===== src/ccpc_pkg.sv =====
// ccpc_pkg: register map, field positions, reset values and timing for the
// chip clock and power controller.
// assumes a 125 MHz reference clock and a 32-bit APB register bus.
package ccpc_pkg;

  // ****************************************
  // register byte offsets
  // ****************************************
  localparam logic [7:0] OFS_PWR = 8'h00;      // power_down_control
  localparam logic [7:0] OFS_AHB = 8'h04;      // ahb_clock_enable
  localparam logic [7:0] OFS_APB = 8'h08;      // apb_clock_enable
  localparam logic [7:0] OFS_STAT = 8'h0C;     // clock_status_monitor
  localparam logic [7:0] OFS_SEL0 = 8'h10;     // clock_select_0
  localparam logic [7:0] OFS_SEL1 = 8'h14;     // clock_select_1
  localparam logic [7:0] OFS_DIV = 8'h18;      // clock_divider
  localparam logic [7:0] OFS_SEL2 = 8'h1C;     // clock_select_2
  localparam logic [7:0] OFS_PLL = 8'h20;      // pll_control
  localparam logic [7:0] OFS_FRQ = 8'h24;      // frequency_divider_control
  localparam logic [7:0] OFS_APB1 = 8'h30;     // apb_clock_enable_1
  localparam logic [7:0] OFS_SEL3 = 8'h34;     // clock_select_3
  localparam logic [7:0] OFS_DIV1 = 8'h38;     // clock_divider_1
  localparam logic [7:0] OFS_LSKEEP = 8'h3C;   // low_speed_keep_mask

  // ****************************************
  // power_down_control fields
  // ****************************************
  localparam int B_HXT_EN = 0;      // high-speed crystal enable
  localparam int B_LXT_EN = 1;      // 32.768 kHz crystal enable
  localparam int B_HIRC_EN = 2;     // 22.1184 MHz oscillator enable
  localparam int B_LIRC_EN = 3;     // 10 kHz oscillator enable
  localparam int B_WU_DLY = 4;      // wake-up settle delay enable
  localparam int B_WU_IE = 5;       // wake_up_interrupt_enable
  localparam int B_WU_STS = 6;      // wake_up_status_flag
  localparam int B_PD_EN = 7;       // power_down_enable
  localparam int B_WAIT_CPU = 8;    // wait_for_processor_sleep
  localparam int PWR_W = 9;         // implemented width

  // ****************************************
  // select, pll and status fields
  // ****************************************
  localparam int SYS_SEL_LSB = 0;   // system clock select [2:0]
  localparam int TICK_SEL_LSB = 3;  // tick clock select [5:3]
  localparam int SEL_W = 3;
  localparam int B_PLL_OFF = 16;    // pll powered down
  localparam int B_PLL_REF = 19;    // pll reference: 0 crystal, 1 oscillator
  localparam int B_STAT_BUSY = 7;   // system clock switch in progress

  // ****************************************
  // reset values
  // ****************************************
  localparam logic [31:0] RST_PWR = 32'h0000_001C;
  localparam logic [31:0] RST_AHB = 32'h0000_0005;
  localparam logic [31:0] RST_APB = 32'h0000_0001;
  localparam logic [31:0] RST_SEL0 = 32'h0000_003F;
  localparam logic [31:0] RST_SEL1 = 32'hFFFF_FFFF;
  localparam logic [31:0] RST_DIV = 32'h0000_0000;
  localparam logic [31:0] RST_SEL2 = 32'h0002_00FF;
  localparam logic [31:0] RST_PLL = 32'h0005_C22E;
  localparam logic [31:0] RST_FRQ = 32'h0000_0000;
  localparam logic [31:0] RST_APB1 = 32'h0000_0000;
  localparam logic [31:0] RST_SEL3 = 32'h0000_003F;
  localparam logic [31:0] RST_DIV1 = 32'h0000_0000;
  localparam logic [31:0] RST_LSKEEP = 32'h0000_0000;

  // ****************************************
  // timing
  // ****************************************
  localparam int CLK_PERIOD_NS = 8;            // 125 MHz
  localparam int SWITCH_GAP_NS = 64;           // least clock-off gap on a switch
  localparam int WAKE_SETTLE_NS = 4000;        // least oscillator settle time
  localparam int SWITCH_CYC = (SWITCH_GAP_NS + CLK_PERIOD_NS - 1) / CLK_PERIOD_NS;
  localparam int WAKE_CYC = (WAKE_SETTLE_NS + CLK_PERIOD_NS - 1) / CLK_PERIOD_NS;

  // power sequencer states, gray along run, down, settle
  typedef enum logic [1:0] {
    PD_RUN = 2'h0,
    PD_DOWN = 2'h1,
    PD_SETTLE = 2'h3
  } ccpc_pd_state_t;

  // system clock switch states, gray along idle, gap, apply
  typedef enum logic [1:0] {
    SW_IDLE = 2'h0,
    SW_GAP = 2'h1,
    SW_APPLY = 2'h3
  } ccpc_sw_state_t;

endpackage


===== src/ccpc_top.sv =====
// ccpc_top: chip clock and power controller behind an APB register bank.
// assumes all inputs are synchronous to REF_CLK; the analogue sources, clock
// muxes and gates outside follow the registered enables and selects given here.
`timescale 1ns/100ps
module ccpc_top #(
  parameter int WAKE_CYCLES = ccpc_pkg::WAKE_CYC,   // oscillator settle count
  parameter int SWITCH_CYCLES = ccpc_pkg::SWITCH_CYC // clock-off gap count
) (
  input wire logic REF_CLK,
  input wire logic RSTN,
  input wire logic CLK_EN,
  input wire logic PSEL,
  input wire logic PENABLE,
  input wire logic PWRITE,
  input wire logic [7:0] PADDR,
  input wire logic [31:0] PWDATA,
  output logic [31:0] PRDATA,
  output logic PREADY,
  output logic PSLVERR,
  input wire logic CPU_SLEEPING,
  input wire logic WAKE_EVENT,
  input wire logic TICK_USE_EXTERNAL,
  output logic HXT_EN,
  output logic LXT_EN,
  output logic HIRC_EN,
  output logic LIRC_EN,
  output logic PLL_EN,
  output logic PLL_REF_SEL,
  output logic [2:0] SYS_CLK_SEL,
  output logic SYS_CLK_GATE,
  output logic [2:0] TICK_CLK_SEL,
  output logic TICK_EXT_GATE,
  output logic [31:0] AHB_CLK_GATE,
  output logic [31:0] APB_CLK_GATE,
  output logic [31:0] APB_CLK_GATE_1,
  output logic [31:0] PERIPH_SEL_1,
  output logic [31:0] PERIPH_SEL_2,
  output logic [31:0] PERIPH_SEL_3,
  output logic [31:0] SYS_DIV,
  output logic [31:0] PERIPH_DIV_1,
  output logic [31:0] PLL_SETTING,
  output logic [31:0] FRQ_DIV_SETTING,
  output logic POWER_DOWN,
  output logic WAKE_IRQ
);

  // ****************************************
  // declarations
  // ****************************************
  localparam int CNT_W = 16;                       // settle / gap counter width
  logic [ccpc_pkg::PWR_W-1:0] pwr_reg;             // power_down_control
  logic [31:0] ahb_reg;                            // ahb_clock_enable
  logic [31:0] apb_reg;                            // apb_clock_enable
  logic [31:0] apb1_reg;                           // apb_clock_enable_1
  logic [31:0] sel0_reg;                           // clock_select_0
  logic [31:0] sel1_reg;                           // clock_select_1
  logic [31:0] sel2_reg;                           // clock_select_2
  logic [31:0] sel3_reg;                           // clock_select_3
  logic [31:0] div_reg;                            // clock_divider
  logic [31:0] div1_reg;                           // clock_divider_1
  logic [31:0] pll_reg;                            // pll_control
  logic [31:0] frq_reg;                            // frequency_divider_control
  logic [31:0] lskeep_reg;                         // peripherals on low-speed sources
  ccpc_pkg::ccpc_pd_state_t pd_reg;                // power sequencer state
  ccpc_pkg::ccpc_pd_state_t pd_next;
  ccpc_pkg::ccpc_sw_state_t sw_reg;                // system clock switch state
  ccpc_pkg::ccpc_sw_state_t sw_next;
  logic [CNT_W-1:0] pd_cnt_reg;                    // wake settle counter
  logic [CNT_W-1:0] sw_cnt_reg;                    // switch gap counter
  logic [2:0] sys_sel_reg;                         // applied system clock source
  logic wr_acc;                                    // write access phase
  logic setup;                                     // setup phase
  logic addr_ok;                                   // address decodes
  logic [31:0] rd_mux;                             // read data of the setup address
  logic wake;                                      // wake-up seen while down
  logic enter_pd;                                  // entry condition met
  logic [2:0] sys_req;                             // software-requested source
  logic is_down;                                   // clocks stopped

  // field pick from a 32-bit word
  function automatic logic [2:0] pick3(input logic [31:0] w, input int lsb);
    pick3 = w[lsb +: 3];
  endfunction

  // ****************************************
  // bus decode
  // ****************************************
  assign setup = PSEL && !PENABLE;
  assign wr_acc = PSEL && PENABLE && PREADY && PWRITE && !PSLVERR;
  assign sys_req = pick3(sel0_reg, ccpc_pkg::SYS_SEL_LSB);
  assign is_down = (pd_reg != ccpc_pkg::PD_RUN);
  assign wake = WAKE_EVENT && (pd_reg == ccpc_pkg::PD_DOWN);

  // entry: with wait bit need wfi sleep, without it go at once
  always_comb begin
    enter_pd = 1'b0;
    if (pwr_reg[ccpc_pkg::B_PD_EN]) begin
      if (pwr_reg[ccpc_pkg::B_WAIT_CPU]) begin
        enter_pd = CPU_SLEEPING;
      end else begin
        enter_pd = 1'b1;
      end
    end
  end

  // read mux and address check
  always_comb begin
    addr_ok = 1'b1;
    rd_mux = 32'h0000_0000;
    case (PADDR)
      ccpc_pkg::OFS_PWR: rd_mux = {{(32 - ccpc_pkg::PWR_W){1'b0}}, pwr_reg};
      ccpc_pkg::OFS_AHB: rd_mux = ahb_reg;
      ccpc_pkg::OFS_APB: rd_mux = apb_reg;
      ccpc_pkg::OFS_STAT: begin
        // live oscillator enables and switch activity
        rd_mux[ccpc_pkg::B_HXT_EN] = HXT_EN;
        rd_mux[ccpc_pkg::B_LXT_EN] = LXT_EN;
        rd_mux[ccpc_pkg::B_HIRC_EN] = HIRC_EN;
        rd_mux[ccpc_pkg::B_LIRC_EN] = LIRC_EN;
        rd_mux[ccpc_pkg::B_WU_DLY] = PLL_EN;
        rd_mux[ccpc_pkg::B_STAT_BUSY] = (sw_reg != ccpc_pkg::SW_IDLE);
      end
      ccpc_pkg::OFS_SEL0: rd_mux = sel0_reg;
      ccpc_pkg::OFS_SEL1: rd_mux = sel1_reg;
      ccpc_pkg::OFS_DIV: rd_mux = div_reg;
      ccpc_pkg::OFS_SEL2: rd_mux = sel2_reg;
      ccpc_pkg::OFS_PLL: rd_mux = pll_reg;
      ccpc_pkg::OFS_FRQ: rd_mux = frq_reg;
      ccpc_pkg::OFS_APB1: rd_mux = apb1_reg;
      ccpc_pkg::OFS_SEL3: rd_mux = sel3_reg;
      ccpc_pkg::OFS_DIV1: rd_mux = div1_reg;
      ccpc_pkg::OFS_LSKEEP: rd_mux = lskeep_reg;
      default: addr_ok = 1'b0;
    endcase
  end

  // ****************************************
  // apb answer: ready in the first access cycle
  // ****************************************
  always_ff @(posedge REF_CLK or negedge RSTN) begin
    if (!RSTN) begin
      PREADY <= 1'b0;
      PSLVERR <= 1'b0;
      PRDATA <= 32'h0000_0000;
    end else if (CLK_EN) begin
      PREADY <= setup;
      PSLVERR <= setup && !addr_ok;
      if (setup && !PWRITE) begin
        // status and power_down_control are the only words hardware changes, so the only ones where sample time matters
        PRDATA <= addr_ok ? rd_mux : 32'h0000_0000;
      end
    end
  end

  // ****************************************
  // power_down_control
  // ****************************************
  always_ff @(posedge REF_CLK or negedge RSTN) begin
    if (!RSTN) begin
      pwr_reg <= ccpc_pkg::RST_PWR[ccpc_pkg::PWR_W-1:0];
    end else if (CLK_EN) begin
      if (wr_acc && PADDR == ccpc_pkg::OFS_PWR) begin
        pwr_reg[ccpc_pkg::B_WAIT_CPU] <= PWDATA[ccpc_pkg::B_WAIT_CPU];
        pwr_reg[ccpc_pkg::B_PD_EN] <= PWDATA[ccpc_pkg::B_PD_EN];
        pwr_reg[ccpc_pkg::B_WU_IE] <= PWDATA[ccpc_pkg::B_WU_IE];
        pwr_reg[ccpc_pkg::B_WU_DLY:0] <= PWDATA[ccpc_pkg::B_WU_DLY:0];
        if (PWDATA[ccpc_pkg::B_WU_STS]) begin
          pwr_reg[ccpc_pkg::B_WU_STS] <= 1'b0;
        end
      end
      // hardware set wins over a write-one clear in the same cycle
      if (wake) begin
        pwr_reg[ccpc_pkg::B_WU_STS] <= 1'b1;
        pwr_reg[ccpc_pkg::B_PD_EN] <= 1'b0;
      end
    end
  end

  // ****************************************
  // clock enable, select and divider registers
  // ****************************************
  always_ff @(posedge REF_CLK or negedge RSTN) begin
    if (!RSTN) begin
      ahb_reg <= ccpc_pkg::RST_AHB;
      apb_reg <= ccpc_pkg::RST_APB;
      apb1_reg <= ccpc_pkg::RST_APB1;
      sel0_reg <= ccpc_pkg::RST_SEL0;
      sel1_reg <= ccpc_pkg::RST_SEL1;
      sel2_reg <= ccpc_pkg::RST_SEL2;
      sel3_reg <= ccpc_pkg::RST_SEL3;
      div_reg <= ccpc_pkg::RST_DIV;
      div1_reg <= ccpc_pkg::RST_DIV1;
      pll_reg <= ccpc_pkg::RST_PLL;
      frq_reg <= ccpc_pkg::RST_FRQ;
      lskeep_reg <= ccpc_pkg::RST_LSKEEP;
    end else if (CLK_EN && wr_acc) begin
      // plain storage; the sequencers below act on the values
      case (PADDR)
        ccpc_pkg::OFS_AHB: ahb_reg <= PWDATA;
        ccpc_pkg::OFS_APB: apb_reg <= PWDATA;
        ccpc_pkg::OFS_APB1: apb1_reg <= PWDATA;
        ccpc_pkg::OFS_SEL0: sel0_reg <= PWDATA;
        ccpc_pkg::OFS_SEL1: sel1_reg <= PWDATA;
        ccpc_pkg::OFS_SEL2: sel2_reg <= PWDATA;
        ccpc_pkg::OFS_SEL3: sel3_reg <= PWDATA;
        ccpc_pkg::OFS_DIV: div_reg <= PWDATA;
        ccpc_pkg::OFS_DIV1: div1_reg <= PWDATA;
        ccpc_pkg::OFS_PLL: pll_reg <= PWDATA;
        ccpc_pkg::OFS_FRQ: frq_reg <= PWDATA;
        ccpc_pkg::OFS_LSKEEP: lskeep_reg <= PWDATA;
        default: ; // status and power words handled elsewhere
      endcase
    end
  end

  // ****************************************
  // power-down sequencer
  // ****************************************
  always_comb begin
    pd_next = pd_reg;
    case (pd_reg)
      ccpc_pkg::PD_RUN: begin
        if (enter_pd) begin
          pd_next = ccpc_pkg::PD_DOWN;
        end
      end
      ccpc_pkg::PD_DOWN: begin
        // only a wake-up event leaves power-down
        if (wake) begin
          pd_next = pwr_reg[ccpc_pkg::B_WU_DLY] ? ccpc_pkg::PD_SETTLE : ccpc_pkg::PD_RUN;
        end
      end
      ccpc_pkg::PD_SETTLE: begin
        // oscillators restarted, hold clocks off until they settle
        if (pd_cnt_reg == CNT_W'(WAKE_CYCLES - 1)) begin
          pd_next = ccpc_pkg::PD_RUN;
        end
      end
      default: pd_next = ccpc_pkg::PD_RUN;
    endcase
  end

  // state and settle counter
  always_ff @(posedge REF_CLK or negedge RSTN) begin
    if (!RSTN) begin
      pd_reg <= ccpc_pkg::PD_RUN;
      pd_cnt_reg <= '0;
    end else if (CLK_EN) begin
      pd_reg <= pd_next;
      if (pd_reg == ccpc_pkg::PD_SETTLE) begin
        pd_cnt_reg <= pd_cnt_reg + CNT_W'(1);
      end else begin
        pd_cnt_reg <= '0;
      end
    end
  end

  // ****************************************
  // glitch-free system clock switch
  // ****************************************
  // the gate drops first, the select moves only while the clock is held off
  // for the gap, so the downstream mux never sees a runt pulse
  always_comb begin
    sw_next = sw_reg;
    case (sw_reg)
      ccpc_pkg::SW_IDLE: begin
        if (sys_req != sys_sel_reg) begin
          sw_next = ccpc_pkg::SW_GAP;
        end
      end
      ccpc_pkg::SW_GAP: begin
        if (sw_cnt_reg == CNT_W'(SWITCH_CYCLES - 1)) begin
          sw_next = ccpc_pkg::SW_APPLY;
        end
      end
      ccpc_pkg::SW_APPLY: sw_next = ccpc_pkg::SW_IDLE;
      default: sw_next = ccpc_pkg::SW_IDLE;
    endcase
  end

  // switch state, gap counter and applied select
  always_ff @(posedge REF_CLK or negedge RSTN) begin
    if (!RSTN) begin
      sw_reg <= ccpc_pkg::SW_IDLE;
      sw_cnt_reg <= '0;
      sys_sel_reg <= pick3(ccpc_pkg::RST_SEL0, ccpc_pkg::SYS_SEL_LSB);
    end else if (CLK_EN) begin
      sw_reg <= sw_next;
      sw_cnt_reg <= (sw_reg == ccpc_pkg::SW_GAP) ? sw_cnt_reg + CNT_W'(1) : '0;
      if (sw_next == ccpc_pkg::SW_APPLY) begin
        sys_sel_reg <= sys_req;
      end
    end
  end

  // ****************************************
  // source enables
  // ****************************************
  always_ff @(posedge REF_CLK or negedge RSTN) begin
    if (!RSTN) begin
      HXT_EN <= ccpc_pkg::RST_PWR[ccpc_pkg::B_HXT_EN];
      LXT_EN <= ccpc_pkg::RST_PWR[ccpc_pkg::B_LXT_EN];
      HIRC_EN <= ccpc_pkg::RST_PWR[ccpc_pkg::B_HIRC_EN];
      LIRC_EN <= ccpc_pkg::RST_PWR[ccpc_pkg::B_LIRC_EN];
      PLL_EN <= !ccpc_pkg::RST_PLL[ccpc_pkg::B_PLL_OFF];
      PLL_REF_SEL <= ccpc_pkg::RST_PLL[ccpc_pkg::B_PLL_REF];
    end else if (CLK_EN) begin
      // high-speed sources and pll stop while down
      HXT_EN <= pwr_reg[ccpc_pkg::B_HXT_EN] && pd_next != ccpc_pkg::PD_DOWN;
      HIRC_EN <= pwr_reg[ccpc_pkg::B_HIRC_EN] && pd_next != ccpc_pkg::PD_DOWN;
      PLL_EN <= !pll_reg[ccpc_pkg::B_PLL_OFF] && pd_next != ccpc_pkg::PD_DOWN;
      // low-speed sources ignore power-down
      LXT_EN <= pwr_reg[ccpc_pkg::B_LXT_EN];
      LIRC_EN <= pwr_reg[ccpc_pkg::B_LIRC_EN];
      PLL_REF_SEL <= pll_reg[ccpc_pkg::B_PLL_REF];
    end
  end

  // ****************************************
  // system and tick clock routing
  // ****************************************
  always_ff @(posedge REF_CLK or negedge RSTN) begin
    if (!RSTN) begin
      SYS_CLK_SEL <= pick3(ccpc_pkg::RST_SEL0, ccpc_pkg::SYS_SEL_LSB);
      SYS_CLK_GATE <= 1'b1;
      TICK_CLK_SEL <= pick3(ccpc_pkg::RST_SEL0, ccpc_pkg::TICK_SEL_LSB);
      TICK_EXT_GATE <= 1'b0;
      SYS_DIV <= ccpc_pkg::RST_DIV;
    end else if (CLK_EN) begin
      SYS_CLK_SEL <= sys_sel_reg;
      // off during a switch gap and whenever the chip is down
      SYS_CLK_GATE <= (sw_reg == ccpc_pkg::SW_IDLE) && pd_next == ccpc_pkg::PD_RUN;
      TICK_CLK_SEL <= pick3(sel0_reg, ccpc_pkg::TICK_SEL_LSB);
      TICK_EXT_GATE <= TICK_USE_EXTERNAL && pd_next == ccpc_pkg::PD_RUN;
      SYS_DIV <= div_reg;
    end
  end

  // ****************************************
  // peripheral clock routing and gating
  // ****************************************
  always_ff @(posedge REF_CLK or negedge RSTN) begin
    if (!RSTN) begin
      AHB_CLK_GATE <= ccpc_pkg::RST_AHB;
      APB_CLK_GATE <= ccpc_pkg::RST_APB;
      APB_CLK_GATE_1 <= ccpc_pkg::RST_APB1;
      PERIPH_SEL_1 <= ccpc_pkg::RST_SEL1;
      PERIPH_SEL_2 <= ccpc_pkg::RST_SEL2;
      PERIPH_SEL_3 <= ccpc_pkg::RST_SEL3;
      PERIPH_DIV_1 <= ccpc_pkg::RST_DIV1;
      PLL_SETTING <= ccpc_pkg::RST_PLL;
      FRQ_DIV_SETTING <= ccpc_pkg::RST_FRQ;
    end else if (CLK_EN) begin
      if (pd_next != ccpc_pkg::PD_RUN) begin
        // down: only apb_clock_enable peripherals marked as low-speed-sourced keep a clock
        AHB_CLK_GATE <= 32'h0000_0000;
        APB_CLK_GATE <= apb_reg & lskeep_reg;
        APB_CLK_GATE_1 <= 32'h0000_0000;
      end else begin
        AHB_CLK_GATE <= ahb_reg;
        APB_CLK_GATE <= apb_reg;
        APB_CLK_GATE_1 <= apb1_reg;
      end
      PERIPH_SEL_1 <= sel1_reg;
      PERIPH_SEL_2 <= sel2_reg;
      PERIPH_SEL_3 <= sel3_reg;
      PERIPH_DIV_1 <= div1_reg;
      PLL_SETTING <= pll_reg;
      FRQ_DIV_SETTING <= frq_reg;
    end
  end

  // ****************************************
  // power state and wake-up interrupt
  // ****************************************
  always_ff @(posedge REF_CLK or negedge RSTN) begin
    if (!RSTN) begin
      POWER_DOWN <= 1'b0;
      WAKE_IRQ <= 1'b0;
    end else if (CLK_EN) begin
      POWER_DOWN <= is_down;
      WAKE_IRQ <= pwr_reg[ccpc_pkg::B_WU_STS] && pwr_reg[ccpc_pkg::B_WU_IE];
    end
  end

endmodule // ccpc_top


===== config.mk =====
export PLATFORM = sky130hd
export DESIGN_NAME = ccpc_top
export DESIGN_NICKNAME = d
export VERILOG_FILES = /design/src/ccpc_pkg.sv /design/src/ccpc_top.sv
export SDC_FILE = /design/constraint.sdc
export NUM_CORES = 1
export LEC_CHECK = 0
export BUFFER_PORTS_ARGS = -buffer_cell sky130_fd_sc_hd__buf_2
export CAP_MARGIN = 30
export CELL_PAD_IN_SITES_DETAIL_PLACEMENT = 0
export CELL_PAD_IN_SITES_GLOBAL_PLACEMENT = 1
export CORE_UTILIZATION = 50
export CTS_BUF_LIST = sky130_fd_sc_hd__clkbuf_4
export DETAILED_ROUTE_END_ITERATION = 8
export MAX_ROUTING_LAYER = met4
export PLACE_DENSITY_LB_ADDON = 0.1
export SLEW_MARGIN = 10
export SYNTH_ARGS = -nofsm -noshare
export SYNTH_HDL_FRONTEND = slang
export SYNTH_SLANG_ARGS = --single-unit
export TNS_END_PERCENT = 20

===== constraint.sdc =====
create_clock -name REF_CLK -period 2.4 [get_ports REF_CLK]
set_input_delay 0.36 -clock REF_CLK [delete_from_list [all_inputs] [get_ports REF_CLK]]
set_output_delay 0.36 -clock REF_CLK [all_outputs]
set_load 0.02 [all_outputs]

==> parameters.txt <==
Parameter                              Value

Finish
  Layout Nets ... approximately 3200
  Fill cell instance count of the final layout ... between 5000 and 6000
  Proportion of layout cells with a drive suffix above 1 ... between 50% and 60%
  Area taken by flip-flops and latches ... 20200 µm²
  Area of the multi-input gates ... 13100 µm²
  Signed area change from the synthesized netlist to the final layout ... 22.2%

Synthesis
  Largest cells by area after synthesis ... sky130_fd_sc_hd__dfrtp_1 (48%), sky130_fd_sc_hd__mux2_2 (20%), sky130_fd_sc_hd__dfstp_2 (11%), sky130_fd_sc_hd__o2bb2ai_1 (1.9%), sky130_fd_sc_hd__a22oi_1 (1.5%)
  Simple-gate area share of the yosys netlist ... 5.03%
  Multiplexer area fraction after synthesis ... between 20% and 30%
  Area share of the leading cell type in the synthesized netlist ... roughly half
  Count of mapped cells out of synthesis ... between 2000 and 3000
  Post-synthesis sequential area ratio ... approximately three fifths
  Async set-or-reset flop fraction in the synthesized netlist ... 100%
  Commonest cells in the netlist ... sky130_fd_sc_hd__dfrtp_1 (662), sky130_fd_sc_hd__mux2_2 (618), sky130_fd_sc_hd__dfstp_2 (139)
  Register bit total from synthesis ... between 800 and 900
  Number of flops mapped to enable cells by yosys ... 0
  Mapped Avg Cell Area ... between 10 and 15 µm²
  Synth Cell Area ... ~34000 µm²
  Compound-gate portion of the synthesized area ... under 10%
  Most frequently used flop master after synthesis ... sky130_fd_sc_hd__dfrtp_1
  Yosys top cell by area ... sky130_fd_sc_hd__dfrtp_1
  Post-Synthesis Net Count ... 2577
  Post-synth cell types ... a little over 70
  Most frequent cell after synthesis ... sky130_fd_sc_hd__dfrtp_1
  Dominant combinational cell family by area after synthesis ... multiplexers
  Adder and majority cell fraction of the synthesized area ... 0.0728%
  Yosys warning count ... 0
  Xor/xnor share of the synthesized area ... 0.739%

Placement
  Final weighted congestion of routability-driven global placement ... roughly 0.93
  Estimated wirelength of the detail-placed design ... about 80000 µm
  Worst slack at placement ... -0.133 ns
  Count of port buffers added during placement ... between 400 and 500

Worst hold path
  Worst min-delay path startpoint ... TICK_USE_EXTERNAL
  Class of the most critical hold timing path ... input port to flop
  Worst Hold Path EP ... TICK_EXT_GATE
  Hold path cells ... 4

Critical path
  Worst Setup Path Type ... input port to flop
  Most frequent cell on the critical path ... sky130_fd_sc_hd__buf_4
  Largest stage delay on the critical path ... between 0.5 and 0.6 ns
  Worst r2r src ... PSLVERR
  Ordered cell list for the critical path ... dlygate4sd3_1 -> buf_2 -> buf_4 -> nor2_2 -> buf_4 -> o211ai_1 -> buf_4 -> buf_4 -> nand3_1 -> dlygate4sd3_1 -> o21ai_0 -> dlygate4sd3_1
  Buffering stage count on the worst path with inverters included ... 8
  Nature of the critical path startpoint ... input port
  Arrival time of data at the critical path endpoint ... 3.31 ns
  Crit end category ... flop
  Reg2reg path depth ... 9
  Crit-path slowest cell ... sky130_fd_sc_hd__dlygate4sd3_1
  Crit path max-delay family ... buffers and inverters
  Worst path required time ... ~3.3 ns
  Biggest fanout along the worst timing path ... 8
  Reg2reg end ... pwr_reg[6]
  Critical path depth ... 12
  R2r setup slk ... 0.13 ns

Pwr
  Switching part of the total power ... approximately 25%
  Switching power ... about 6.9 mW
  Fraction of power consumed by sequential logic ... 48.9%
  Combinational group share of total power ... about 5.3%
  Cell-internal power ... between 20 and 25 mW
  Power density over the cells ... between 600 and 700 nW/µm²
  Worst ir drop on vdd ... between 300 and 400 µV
  Leakage dissipation ... ~21 nW
  Clock network fraction of design power ... between 40% and 50%

STA
  Setup slack of the critical path after layout ... approximately 0.018 ns
  Relative slew slack ... around 40%
  Min cycle time layout ... approximately 2.4 ns
  Highest achievable clock rate ... roughly 420 MHz
  Unrepaired setup endpoints after global routing ... false
  Pin slew with the least headroom to its limit ... ~0.89 ns
  Max Transition Viols Final ... 0
  Setup Viol. Count Final ... 0
  Setup clock skew after layout ... between 0.04 and 0.05 ns
  Hold Vio Cnt, Final ... 0
  Share of the clock period used by the worst path after layout ... about 99%
  Hold slack final ... roughly 0.12 ns

Floorplan
  Height of the die ... approximately 260 µm
  Horiz. Die Dim ... ~260 µm
  Std-Cell Rows ... between 90 and 100
  Top Ports ... around 420
  Die area ... 69800 µm²
  Effective utilization at floorplan ... between 50% and 60%
  Std-Cell Core Area ... between 60000 and 70000 µm²

Global routing
  Number of antenna violations at the first check in global routing ... 6
  Number of global-route vias before repair ... about 26000
  Remaining global-route overflow ... 0
  Total global routing track utilization ... about a third
  Maximum number of pins on one net before global-route repair ... between 100 and 150
  Global-route wire length before repair ... between 150000 and 200000 µm

Drt
  Via-to-Cell Ratio ... 5.97
  Drt first pass iters ... 5
  DR DRC count ... 0
  Drt initial violations ... around 2200
  Antenna violation net count after detailed routing ... 0
  Routed wire per std cell ... between 20 and 30 µm
  Total routed wirelength ... about 120000 µm
  Detailed-route via count ... between 20000 and 30000

Clock tree
  TritonCTS clock tree ... yes
  Number of resized instances in the post-cts repair step ... 0
  Worst-Skew Late Latency ... 1.06 ns
  Clock sink count ... 801
  Clock-pin transition on the worst setup and hold timing paths ... 0.07 ns
  Library cell used as clock root buffer ... sky130_fd_sc_hd__clkbuf_4
  Maximum clock insertion buffer count ... 3
  H-tree levels ... 4
  TritonCTS buffer count ... roughly 200

Run
  Max-cap violations ... 0

Outcome
  Outcome ... completed
[layout by cell type, fill, tap and decap left out, drive strengths merged, types with 5 or more instances in the layout]
master / count
nor2b: 10
nand4: 8
a31oi: 16
mux2: 660
o22ai: 13
clkinv: 27
a221oi: 19
dfstp: 139
o2bb2ai: 75
bufinv: 5
a2111oi: 7
a21oi: 58
nand3: 31
buf: 585
o21ai: 69
a211oi: 6
nand2: 127
xnor2: 17
xor2: 12
mux4: 11
nor3: 22
a32o: 5
nor4: 10
mux2i: 42
nor2: 87
nor4b: 6
a22oi: 67
dlygate4sd3: 52
o211ai: 33
and3: 12
dfrtp: 662
clkbuf: 342
inv: 47
a22o: 16
[how the worst max path moves through the flow]
stage | from | end | slack (ns)
after floorplan | PADDR[1] | sel0_reg[21] | 0.27
after global placement | PADDR[5] | PRDATA[4] | -0.08
after detailed placement | PADDR[5] | PRDATA[15] | -0.13
after CTS | PERIPH_SEL_2[0] | PERIPH_SEL_2[0] | 0.12
after global routing | PADDR[1] | PSLVERR | 0.0009
final | PADDR[1] | PSLVERR | 0.02
[power groups by stage]
stage | Combinational (mW) | Clock, mW | Sequential, mW
detailed placement | 1.39 | 0 | 13.9
floorplan | 0.509 | 0 | 13.9
global placement | 1.36 | 0 | 13.9
finish | 1.47 | 12.8 | 13.6
global route | 1.56 | 13.7 | 13.6
CTS | 1.47 | 13.0 | 13.6
[what timing repair did]
| action | CTS | global route |
|---|---|---|
| hold endpoints to repair | 1210 | 0 |
| setup endpoints to repair | 0 | 1 |
| setup buffers | 0 | 1 |
| hold buffers | 53 | 0 |
[kinds of logic after synthesis]
group	after synthesis
xor+xnor	29
simple gates	340
compound gates	403
flops	801
mux	713
buf+inv	238
fa+ha+maj	2
[per-stage QoR]
step | instances | TNS, ns | power, mW | utilization, % | instance area [µm²]
after floorplan | 2526 | 0 | 14.4 | - | 34400
after global placement | 3783 | -0.213 | 15.2 | 57.0 | 38600
after detailed placement | 3784 | -0.278 | 15.2 | 57.0 | 38600
after CTS | 4220 | 0 | 28.1 | 62.1 | 42000
after global routing | 4225 | 0 | 28.9 | 62.1 | 42000
final | 4225 | 0 | 27.9 | 62.1 | 42000
[routing by layer]
| metal | global-route usage, % | routed length [µm] |
|---|---|---|
| met5 | - | 0 |
| met4 | 14.4 | 4280 |
| met3 | 7.49 | 8810 |
| met2 | 53.2 | 55400 |
| met1 | 45.6 | 48800 |
[worst min-delay path, stage by stage]
cell                            delay, ns
sky130_fd_sc_hd__dlygate4sd3_1       0.53
sky130_fd_sc_hd__buf_2               0.12
sky130_fd_sc_hd__nand2_1             0.05
sky130_fd_sc_hd__o2bb2ai_1           0.05
[area by class of cell]
cell class              count  area share [%]
flip-flops and latches    801            48.1
multi-input cells        1487            31.3
repair buffers            637            10.7
clock buffers             342            6.11
well taps                 873            2.60
clock inverters            41           0.807
inverters                  40           0.363
diodes                      4          0.0238
No activity file was read; power rests on OpenSTA's default activity.
